<file path="src/pkg/qafp_pkg.sv">
`default_nettype none
package qafp_pkg;
  // Frame geometry
  localparam int unsigned FRAME_BITS    = 16;
  localparam int unsigned CFG_BITS      = 12;
  localparam int unsigned CFG_LOAD_BITS = 11;
  localparam logic [4:0]  CNT_LAST      = 5'h10;
  localparam logic [4:0]  CNT_CFG_LAST  = 5'h0c;
  // Configuration word field positions (first bit in is bit 11)
  localparam int unsigned CFG_WRITE_POS  = 11;
  localparam int unsigned CFG_SEQ_HI_POS = 10;
  localparam int unsigned CFG_CHAN_HI_POS = 7;
  localparam int unsigned CFG_CHAN_LO_POS = 6;
  localparam int unsigned CFG_PM_HI_POS  = 5;
  localparam int unsigned CFG_PM_LO_POS  = 4;
  localparam int unsigned CFG_SEQ_LO_POS = 3;
  localparam int unsigned CFG_RANGE_POS  = 1;
  localparam int unsigned CFG_CODING_POS = 0;
  // Reset values
  localparam logic [10:0] CFG_RESET     = 11'h000;
  // Result resolutions of the variants
  localparam int unsigned RES_BITS_8    = 8;
  localparam int unsigned RES_BITS_10   = 10;
  localparam int unsigned RES_BITS_12   = 12;
  // Timing, informational to the host
  localparam int unsigned QUIET_NS      = 50;
  localparam int unsigned POWERUP_NS    = 1000;
  localparam int unsigned CLK_PERIOD_NS = 5;
  localparam int unsigned QUIET_CYC     =
    (QUIET_NS + CLK_PERIOD_NS - 1) / CLK_PERIOD_NS;
  typedef enum logic [2:0] {
    QAFP_IDLE  = 3'b001,
    QAFP_FRAME = 3'b010,
    QAFP_DONE  = 3'b100
  } qafp_state_t;
endpackage
`default_nettype wire

</file>
<file path="src/qafp_frame_port.sv">
`default_nettype none
// Overview of operation
// RULE1 - Chip select fall starts a conversion; chip select bounds each frame.
// RULE2 - Serial clock edges are the only conversion timebase.
// RULE3 - Conversion spans sixteen serial clock periods; host gives sixteen.
// RULE4 - Host keeps chip select high at least 50 ns between frames.
// RULE5 - Data input sampled on each falling serial clock edge; the code samples it only on the first twelve falling edges.
// RULE6 - Output bit changes on falling serial clock edge.
// RULE7 - Output undriven while deselected; driven only after chip select low.
// RULE8 - Output released after final falling edge of the frame.
// RULE9 - Frame: two zeros, two channel bits, result MSB first.
// RULE10 - Frame padded to 16 bits with trailing zeros per resolution.
// RULE11 - Channel picked from channel-select bits; sequencer bits kept.
// RULE12 - One input span for all channels, chosen by range bit.
// RULE13 - Coding bit 1 gives straight binary, 0 twos complement.
// RULE14 - Host allows up to 1 us power-up before trusting results.
// RULE15 - Only first twelve captured bits reach configuration.
// RULE16 - Configuration updated from next eleven bits only if first is 1.
// RULE17 - Range 1 means zero to reference, 0 zero to twice.
// RULE18 - Analog sample taken at chip select falling edge.
module qafp_frame_port #(
  parameter int unsigned RES_BITS = qafp_pkg::RES_BITS_12
) (
  input  wire logic        i_core_clk,
  input  wire logic        i_rst,
  input  wire logic        i_sclk,
  input  wire logic        i_cs_n,
  input  wire logic        i_din,
  input  wire logic [11:0] i_sample_code,
  output logic             o_dout,
  output logic             o_dout_oe,
  output logic             o_sample_strobe,
  output logic             o_conv_busy,
  output logic      [1:0]  o_chan_sel,
  output logic      [1:0]  o_seq_ctl,
  output logic      [1:0]  o_pwr_mode,
  output logic             o_range_single_ref,
  output logic             o_coding_binary
);
  // ------------------------------------------------------------
  // Pin synchronisation and edge detection
  // ------------------------------------------------------------
  logic [2:0] pins_s;
  logic       sclk_d;
  logic       cs_n_d;
  qafp_sync #(.W(3)) u_sync (
    .i_core_clk (i_core_clk),
    .i_rst      (i_rst),
    .i_async    ({i_sclk, i_cs_n, i_din}),
    .o_sync     (pins_s)
  );
  wire sclk_s   = pins_s[2];
  wire cs_n_s   = pins_s[1];
  wire din_s    = pins_s[0];
  wire sclk_fall = sclk_d & ~sclk_s;
  wire cs_fall   = cs_n_d & ~cs_n_s;
  wire cs_rise   = ~cs_n_d & cs_n_s;

  always_ff @(posedge i_core_clk) begin
    if (i_rst) begin
      sclk_d <= 1'b1;
      cs_n_d <= 1'b1;
    end else begin
      sclk_d <= sclk_s;
      cs_n_d <= cs_n_s;
    end
  end

  // ------------------------------------------------------------
  // Frame state and counters
  // ------------------------------------------------------------
  qafp_pkg::qafp_state_t state;
  qafp_pkg::qafp_state_t next_state;
  logic [4:0]  fall_cnt;
  logic [15:0] shift_out;
  logic [11:0] cfg_shift;
  logic [10:0] cfg;
  logic [11:0] held_code;

  wire last_fall  = sclk_fall & (fall_cnt == qafp_pkg::CNT_LAST - 5'h01);
  wire cfg_capture = sclk_fall & (fall_cnt < qafp_pkg::CNT_CFG_LAST);
  wire cfg_commit = sclk_fall
                  & (fall_cnt == qafp_pkg::CNT_CFG_LAST - 5'h01);
  wire [11:0] cfg_word = {cfg_shift[10:0], din_s};

  // Next state: chip select rising aborts a frame at any point
  always_comb begin
    next_state = state;
    unique case (state)
      qafp_pkg::QAFP_IDLE:
        if (cs_fall) next_state = qafp_pkg::QAFP_FRAME; // RULE1
      qafp_pkg::QAFP_FRAME:
        if (cs_rise) next_state = qafp_pkg::QAFP_IDLE;
        else if (last_fall) next_state = qafp_pkg::QAFP_DONE; // RULE3
      qafp_pkg::QAFP_DONE:
        if (cs_rise) next_state = qafp_pkg::QAFP_IDLE;
      default: next_state = qafp_pkg::QAFP_IDLE;
    endcase
  end

  always_ff @(posedge i_core_clk) begin
    if (i_rst) state <= qafp_pkg::QAFP_IDLE;
    else       state <= next_state;
  end

  // Falling-edge counter; serial clock is the conversion timebase
  always_ff @(posedge i_core_clk) begin
    if (i_rst || cs_fall) fall_cnt <= 5'h00;
    else if (state == qafp_pkg::QAFP_FRAME && sclk_fall)
      fall_cnt <= fall_cnt + 5'h01; // RULE2
  end

  // ------------------------------------------------------------
  // Result formatting
  // ------------------------------------------------------------
  // Analog code arrives straight binary; twos complement flips MSB
  wire [11:0] coded = cfg[qafp_pkg::CFG_CODING_POS] ? held_code
                    : {~held_code[11], held_code[10:0]}; // RULE13
  // Truncate to the variant resolution, zero pad to 16 bits
  wire [11:0] res_mask = ~(12'hfff >> RES_BITS);
  wire [15:0] frame_word = {2'b00, cfg[7:6],
                            coded & res_mask}; // RULE9 RULE10

  // Sample taken as chip select falls; frame uses that code
  always_ff @(posedge i_core_clk) begin
    if (i_rst) held_code <= 12'h000;
    else if (cs_fall) held_code <= i_sample_code; // RULE18
  end

  // ------------------------------------------------------------
  // Output shifter and drive enable
  // ------------------------------------------------------------
  // First bit is presented at chip select fall, then each falling edge
  always_ff @(posedge i_core_clk) begin
    if (i_rst) begin
      shift_out <= 16'h0000;
    end else if (state == qafp_pkg::QAFP_FRAME && fall_cnt == 5'h00
                 && !sclk_fall && !cs_rise) begin
      shift_out <= frame_word;
    end else if (state == qafp_pkg::QAFP_FRAME && sclk_fall) begin
      shift_out <= {shift_out[14:0], 1'b0}; // RULE6
    end
  end

  // Frame loads one cycle after cs_fall, so coded uses held_code
  always_ff @(posedge i_core_clk) begin
    if (i_rst) begin
      o_dout    <= 1'b0;
      o_dout_oe <= 1'b0;
    end else begin
      o_dout    <= shift_out[15];
      o_dout_oe <= (state == qafp_pkg::QAFP_FRAME)
                 & ~cs_rise & ~last_fall; // RULE7 RULE8
    end
  end

  // ------------------------------------------------------------
  // Configuration capture
  // ------------------------------------------------------------
  always_ff @(posedge i_core_clk) begin
    if (i_rst) cfg_shift <= 12'h000;
    else if (state == qafp_pkg::QAFP_FRAME && cfg_capture)
      cfg_shift <= cfg_word; // RULE5 RULE15
  end

  // Commit only on the twelfth edge; later bits never reach cfg
  always_ff @(posedge i_core_clk) begin
    if (i_rst) cfg <= qafp_pkg::CFG_RESET;
    else if (state == qafp_pkg::QAFP_FRAME && cfg_commit
             && cfg_word[qafp_pkg::CFG_WRITE_POS])
      cfg <= cfg_word[10:0]; // RULE16
  end

  // ------------------------------------------------------------
  // Status and configuration outputs
  // ------------------------------------------------------------
  always_ff @(posedge i_core_clk) begin
    if (i_rst) begin
      o_sample_strobe    <= 1'b0;
      o_conv_busy        <= 1'b0;
      o_chan_sel         <= 2'b00;
      o_seq_ctl          <= 2'b00;
      o_pwr_mode         <= 2'b00;
      o_range_single_ref <= 1'b0;
      o_coding_binary    <= 1'b0;
    end else begin
      o_sample_strobe    <= cs_fall; // RULE18
      o_conv_busy        <= (next_state == qafp_pkg::QAFP_FRAME);
      o_chan_sel         <= cfg[7:6]; // RULE11
      o_seq_ctl          <= {cfg[qafp_pkg::CFG_SEQ_HI_POS],
                             cfg[qafp_pkg::CFG_SEQ_LO_POS]}; // RULE11
      o_pwr_mode         <= cfg[5:4];
      o_range_single_ref <= cfg[qafp_pkg::CFG_RANGE_POS]; // RULE12 RULE17
      o_coding_binary    <= cfg[qafp_pkg::CFG_CODING_POS];
    end
  end
endmodule
`default_nettype wire

</file>
<file path="src/qafp_sync.sv">
`default_nettype none
module qafp_sync #(
  parameter int unsigned W = 3
) (
  input  wire logic         i_core_clk,
  input  wire logic         i_rst,
  input  wire logic [W-1:0] i_async,
  output logic      [W-1:0] o_sync
);
  logic [W-1:0] meta;
  // -----------------------------------------------
  // Two-stage synchroniser, one per bit
  // -----------------------------------------------
  genvar g;
  generate
    for (g = 0; g < W; g++) begin : g_bit
      always_ff @(posedge i_core_clk) begin
        // Reset to the idle level of the pins, so no false edge follows
        if (i_rst) begin
          meta[g]   <= 1'b1;
          o_sync[g] <= 1'b1;
        end else begin
          meta[g]   <= i_async[g];
          o_sync[g] <= meta[g];
        end
      end
    end
  endgenerate
endmodule
`default_nettype wire

</file>
<file path="config.mk">
export PLATFORM = sky130hd
export DESIGN_NAME = qafp_frame_port
export DESIGN_NICKNAME = d
export VERILOG_FILES = /design/src/pkg/qafp_pkg.sv /design/src/qafp_frame_port.sv /design/src/qafp_sync.sv
export SDC_FILE = /design/constraint.sdc
export NUM_CORES = 1
export LEC_CHECK = 0
export ABC_AREA = 0
export BUFFER_PORTS_ARGS = -buffer_cell sky130_fd_sc_hd__buf_2
export CORE_ASPECT_RATIO = 0.9
export CORE_MARGIN = 8
export CORE_UTILIZATION = 62
export DETAILED_ROUTE_END_ITERATION = 12
export PLACE_DENSITY_LB_ADDON = 0.15
export SLEW_MARGIN = 0
export SYNTH_ARGS = -nofsm -noshare
export SYNTH_HDL_FRONTEND = slang
export SYNTH_SLANG_ARGS = --single-unit
</file>
<file path="constraint.sdc">
create_clock -name i_core_clk -period 2.75 [get_ports i_core_clk]
set_clock_uncertainty 0.2 [all_clocks]
set_input_delay 0.275 -clock i_core_clk [delete_from_list [all_inputs] [get_ports i_core_clk]]
set_output_delay 0.275 -clock i_core_clk [all_outputs]
set_load 0.005 [all_outputs]
</file>
== Yosys cells after proc, flatten, opt, wreduce, memory -nomap -nowiden ==
Cells that the tools add are included.

* Bitwise operators: 14
* Add/sub/neg operators: 1
* Multiplexer cells: 8
* Reductions and logical operators: 13
* Equality and inequality tests: 6
* $lt $le $gt $ge: 1

{| class="wikitable"
|+ Operators with widths
! kind !! count
|-
| two-way mux 14 bit || 2
|-
| two-way mux 12 bit || 1
|-
| two-way mux 3 bit || 4
|-
| == test 5 x 4 -> 1 bit, second input constant || 2
|-
| one-hot mux 3 bit (3 select lines) || 1
|-
| bitwise AND 1 bit || 8
|-
| logical AND 1 bit || 7
|-
| == test 3 x 2 -> 1 bit, second input constant || 2
|-
| inverter 1 bit || 6
|-
| adder 5 x 1 -> 5 bit, second input constant || 1
|-
| logical NOT 5 bit || 1
|-
| < comparator 5 x 4 -> 1 bit, second input constant || 1
|-
| == test 3 x 1 -> 1 bit, second input constant || 1
|-
| == test 3 bit, second input constant || 1
|-
| logical NOT 1 bit || 2
|-
| nonzero test 2 bit || 1
|-
| OR reduction 2 bit || 1
|-
| logical OR 1 bit || 1
|}

* Register bits: 78
* Logic and storage cells: 67
* Output and inout port bits: 12
* Input port bits: 17

== Longest topological paths before layout ==
* Word-level depth: 7
* Gate-level depth with buffers: 7
* Mapped depth without buffers: 6

== Cells and area by module ==
From an unflattened synthesis, not the netlist that was laid out.

* Cell total of the unflattened synthesis: 282
* Area, all modules: 2885.3 µm²

{| class="wikitable"
|+ By module, submodules not included
! module !! seq. area each (µm²) !! cells an instance !! instances !! area an instance (µm²)
|-
| qafp_frame_port || 1381.3 || 270 || 1 || 2727.6
|-
| qafp_sync || 120.1 || 12 || 1 || 157.7
|}

== Worst setup path before layout ==
No wires, ideal clock.

* Path kind: reg-to-reg
* Start: reg fall_cnt[0]
* End: reg shift_out[10]
* Data arrival time: 1.304 ns
* Setup slack: 1.161 ns
* Buffers on the path: 1
* Data required time: 2.464 ns
* Stages on the path, launching flop included: 7
* Period minus slack after synthesis: 1.589 ns
* Library setup time: 0.086 ns
* Path through: dfxtp_1 -> inv_1 -> ha_1 -> nand4b_1 -> clkbuf_1 -> nor3_1 -> a211oi_1

* Longest elaborated chain between the ends: 5
* Elaborated cells between the ends (all ways): 6
* Classes of those cells: mux: 1; reduce/logical: 5

{| class="wikitable"
|+ RTL lines
! item !! RTL line !! source
|-
| start, declared || qafp_frame_port.sv:74 || <nowiki>logic [4:0] fall_cnt;</nowiki>
|-
| start signal, assigned || qafp_frame_port.sv:110 || <nowiki>fall_cnt <= fall_cnt + 5'h01;</nowiki>
|-
| logical NOT 5 bit (*) || qafp_frame_port.sv:137 || <nowiki>end else if (state == qafp_pkg::QAFP_FRAME && fall_cnt == 5'h00</nowiki>
|-
| logical AND 1 bit (*) || qafp_frame_port.sv:137 ||
|-
| logical AND 1 bit (*) (2 in a row) || qafp_frame_port.sv:138 || <nowiki>&& !sclk_fall && !cs_rise) begin</nowiki>
|-
| two-way mux 14 bit or nonzero test 2 bit (tied branches) || n/a ||
|-
| end signal, assigned || qafp_frame_port.sv:139 || <nowiki>shift_out <= frame_word;</nowiki>
|-
| end signal, assigned || qafp_frame_port.sv:141 || <nowiki>shift_out <= {shift_out[14:0], 1'b0};</nowiki>
|-
| end, declared || qafp_frame_port.sv:75 || <nowiki>logic [15:0] shift_out;</nowiki>
|}

Every way passes the cells marked *; elsewhere a longest branch is shown, timed or not.
A chain may end at the register's enable or synchronous reset.

== Worst setup path after layout ==
* Start: reg fall_cnt[0]
* End: reg shift_out[0]

The elaborated chain is that of the path after synthesis.

==> summary.md <==
| Metric | Value |
|---|---|
| Sink of the worst hold path | `u_sync.o_sync[0]$_SDFF_PP1_` |
| Reg2reg path depth | `5` |
| Startpoint types | `register` |
| FF-to-FF End | `shift_out[0]$_SDFFE_PP0P_` |
| Biggest cell delay along the critical path | `between 0.5 and 0.6 ns` |
| Fmax | `0.522 GHz` |
| Wire per inst | `~13 microns` |
| Reg-to-reg startpoint | `fall_cnt[0]$_SDFFE_PP0P_` |
| Buffers on Ports | `28` |
| Final GP Congestion | `0.824` |
| Worst-Skew Late Latency | `~0.34 ns` |
| Commonest non-fill, non-tap cells in the layout | `75 x dfxtp_1, 41 x nand2_1, 28 x buf_2` |
| Crit Path Max Fanout | `15` |
| Worst-path clk slew | `0.07 ns` |
| WP data arrival | `1.90 ns` |
| Final Core Density | `0.755` |
| Bufs and invs on worst path | `1` |
| HP Start | `u_sync.meta[0]$_SDFF_PP1_` |
| Die width | `a little under 90 microns` |
| Post-DP HPWL | `between 3 and 4 mm` |
| Register area share after synthesis | `0.524` |
| Critical path's slowest cell | `nand4b_1` |
| Worst-path cell chain | `inv_1 -> ha_1 -> nand4b_1 -> o211ai_1 -> a21oi_1` |
| WP data required | `roughly 2.7 ns` |
| Drt total wl | `5.27 mm` |
| IO Pins | `29` |
| PD cells | `627 nW/um^2` |
| Area grow syn2layout | `17.5%` |
| Count of cell types in the netlist | `35` |
| Fin nets | `between 300 and 400` |
| Dpl cells | `~370` |
| Setup crit end kind | `register` |
| Chip Height | `approximately 80 microns` |
| Leak Pwr | `1.41 nW` |
| Busiest grt layer | `met2` |
| Non-Filler Instances | `404` |
| Antenna Nets Post-Route | `0` |
| Most common cell after layout, fill and taps aside | `dfxtp_1` |
| Root buf cell | `clkbuf_8` |
| FF+latch count, synth | `75` |
| Grt met2 use | `0.268` |
| Setup violators final | `0` |
| Post-CTS setup buffer count | `0` |
| Resize count post-CTS | `0` |
| Drt drc | `0` |
| Vias | `2147` |
| Post-layout minimum cycle time | `1.92 ns` |
| Max Cap Viol | `0` |
| HP Class | `register to register` |
| Yosys warns | `0` |
| Drt first-iter violations | `103` |
| Final Cycle Share | `0.697` |
| Total CTS buffers | `9` |
| Die Area | `between 7000 and 8000 sq um` |
| Initial core utilization | `0.642` |
| Num Clock Sinks | `75` |
| Diode count | `0` |
| Unrepaired setup endpoints after global routing | `no` |
| Final Hold Vio Count | `0` |
| Vias in the first global route | `slightly below 2000` |
| Number of H-tree levels | `3` |
| Met3 usage | `0.0714` |
| Fraction of layout cells with a size suffix above 1 | `0.175` |
| Initial antenna violation count | `0` |
| Setup TNS | `0 ns` |
| First-pass GRT wire length | `approximately 8.7 mm` |
| Floorplan row count | `23` |
| Mapped Cells | `300` |
| Overall power | `about 2.1 mW` |
| Least-Margin Pin Slew | `0.851 ns` |
| Syn avg cell area | `about 9.6 sq um` |
| Post-route cell area | `between 3000 and 4000 sq um` |
| Core footprint | `4460 sq um` |
| First-pass iteration count of the detailed router | `5` |
| Flop2flop setup slack | `roughly 0.83 ns` |
| TritonCTS clock tree | `done` |
| Peak supply drop | `roughly 0.00054 V` |
| Via/cell ratio | `around 5.3` |
| Hold-fix buffer count after cts | `15` |
| Pin count of the biggest net entering global routing | `51` |
| Mapped Nets | `320` |
| Met1 Use GR | `0.173` |
| Final max-slew violation count | `0` |
| Grt ovf | `0` |
| Outcome | `finished clean` |
| Hold depth | `1` |
| Global Route Usage Sum | `0.159` |
| Netlist Area Pre-Place | `2870 sq um` |
| Max-slew headroom | `0.433` |
| Filler instances | `312` |
| Crit path kind | `register to register` |
| Longest Clk Path Bufs | `2` |
| Crit-path leading delay family | `simple AND/OR/NAND/NOR gates` |
| Area after DPL | `~3000 sq um` |
-- synth_stat cells --
master / instances / area share
dfxtp_1: 75 / 0.52
nand2_1: 41 / 0.054
a21oi_1: 25 / 0.044
mux2i_1: 23 / 0.080
nor2_1: 18 / 0.024
nand3_1: 16 / 0.028
nor3_1: 16 / 0.028
a211oi_1: 13 / 0.034
clkbuf_1: 12 / 0.016
nor2b_1: 12 / 0.026
or2_2: 8 / 0.017
nand2b_1: 5 / 0.011
and3_1: 3 / 0.0066
buf_2: 3 / 0.0052
buf_6: 3 / 0.012
ha_1: 3 / 0.013
inv_1: 3 / 0.0039
a211oi_2: 2 / 0.0087
xnor2_1: 2 / 0.0061
xor2_1: 2 / 0.0061
a311oi_1: 1 / 0.0031
a31oi_1: 1 / 0.0022
and2_4: 1 / 0.0031
and2b_1: 1 / 0.0026
and4b_1: 1 / 0.0035
and4bb_1: 1 / 0.0044
and4bb_2: 1 / 0.0044
buf_12: 1 / 0.0070
clkinv_1: 1 / 0.0013
nand2_4: 1 / 0.0039
nand4_4: 1 / 0.0074
nand4b_1: 1 / 0.0031
o211ai_1: 1 / 0.0026
o22ai_1: 1 / 0.0022
or3_1: 1 / 0.0022
-- flip-flops by register name, summed over array words and instances (netlist names) --
signal and count:
o_pwr_mode 2, sclk_d 1, fall_cnt 5, u_sync.o_sync 3, o_range_single_ref 1, u_sync.meta 3
o_seq_ctl 2, o_sample_strobe 1, cs_n_d 1, o_coding_binary 1, held_code 12, o_dout_oe 1
o_conv_busy 1, o_dout 1, cfg 8, o_chan_sel 2, shift_out 16, state 3
cfg_shift 11
-- worst max-delay path by stage --
stage                                   from                         end  slack, ns  cells after the start
floorplan           fall_cnt[0]$_SDFFE_PP0P_  shift_out[10]$_SDFFE_PP0P_       1.16                      6
global placement    fall_cnt[0]$_SDFFE_PP0P_   shift_out[0]$_SDFFE_PP0P_       0.91                      5
detailed placement  fall_cnt[0]$_SDFFE_PP0P_   shift_out[0]$_SDFFE_PP0P_       0.83                      5
CTS                 fall_cnt[0]$_SDFFE_PP0P_   shift_out[0]$_SDFFE_PP0P_       0.81                      5
global route        fall_cnt[1]$_SDFFE_PP0P_   shift_out[0]$_SDFFE_PP0P_       0.66                      5
finish              fall_cnt[0]$_SDFFE_PP0P_   shift_out[0]$_SDFFE_PP0P_       0.83                      5
-- cells by family after synthesis --
family	Yosys count	share of synthesized area
buffers and inverters	23	0.0450
multiplexers	23	0.0803
adder cells (fa/ha/maj)	3	0.0131
XOR/XNOR	4	0.0122
AO/OA/AOI/OAI	44	0.0965
AND/OR/NAND/NOR	128	0.229
flip-flops	75	0.524
-- metrics by stage --
step	worst slack [ns]	hold slack, ns
floorplan	1.16	0.179
global placement	0.913	0.192
detailed placement	0.835	0.200
CTS	0.815	0.217
global route	0.658	0.224
finish	0.834	0.213
-- metal layers --
layer	up-vias	wire, microns
li1	1103	-
met3	5	266
met1	1001	2420
met4	0	46
met5	-	0
met2	38	2530
-- report_power, final --
group	internal, mW	switching (mW)
Sequential	1.10	0.00640
Clock	0.547	0.382
Combinational	0.0358	0.0397
Total	1.68	0.428
-- final cells by class --
type	count	area [sq um]	area share
Clock buffer	14	193	0.0572
Sequential cell	75	1500	0.446
Timing Repair Buffer	45	305	0.0907
Clock inverter	2	38.8	0.0115
Multi-Input combinational cell	202	1230	0.367
Inverter	4	15.0	0.00446
Tap cell	62	77.6	0.0230
Note: power is estimated with default switching activity, not from simulation.
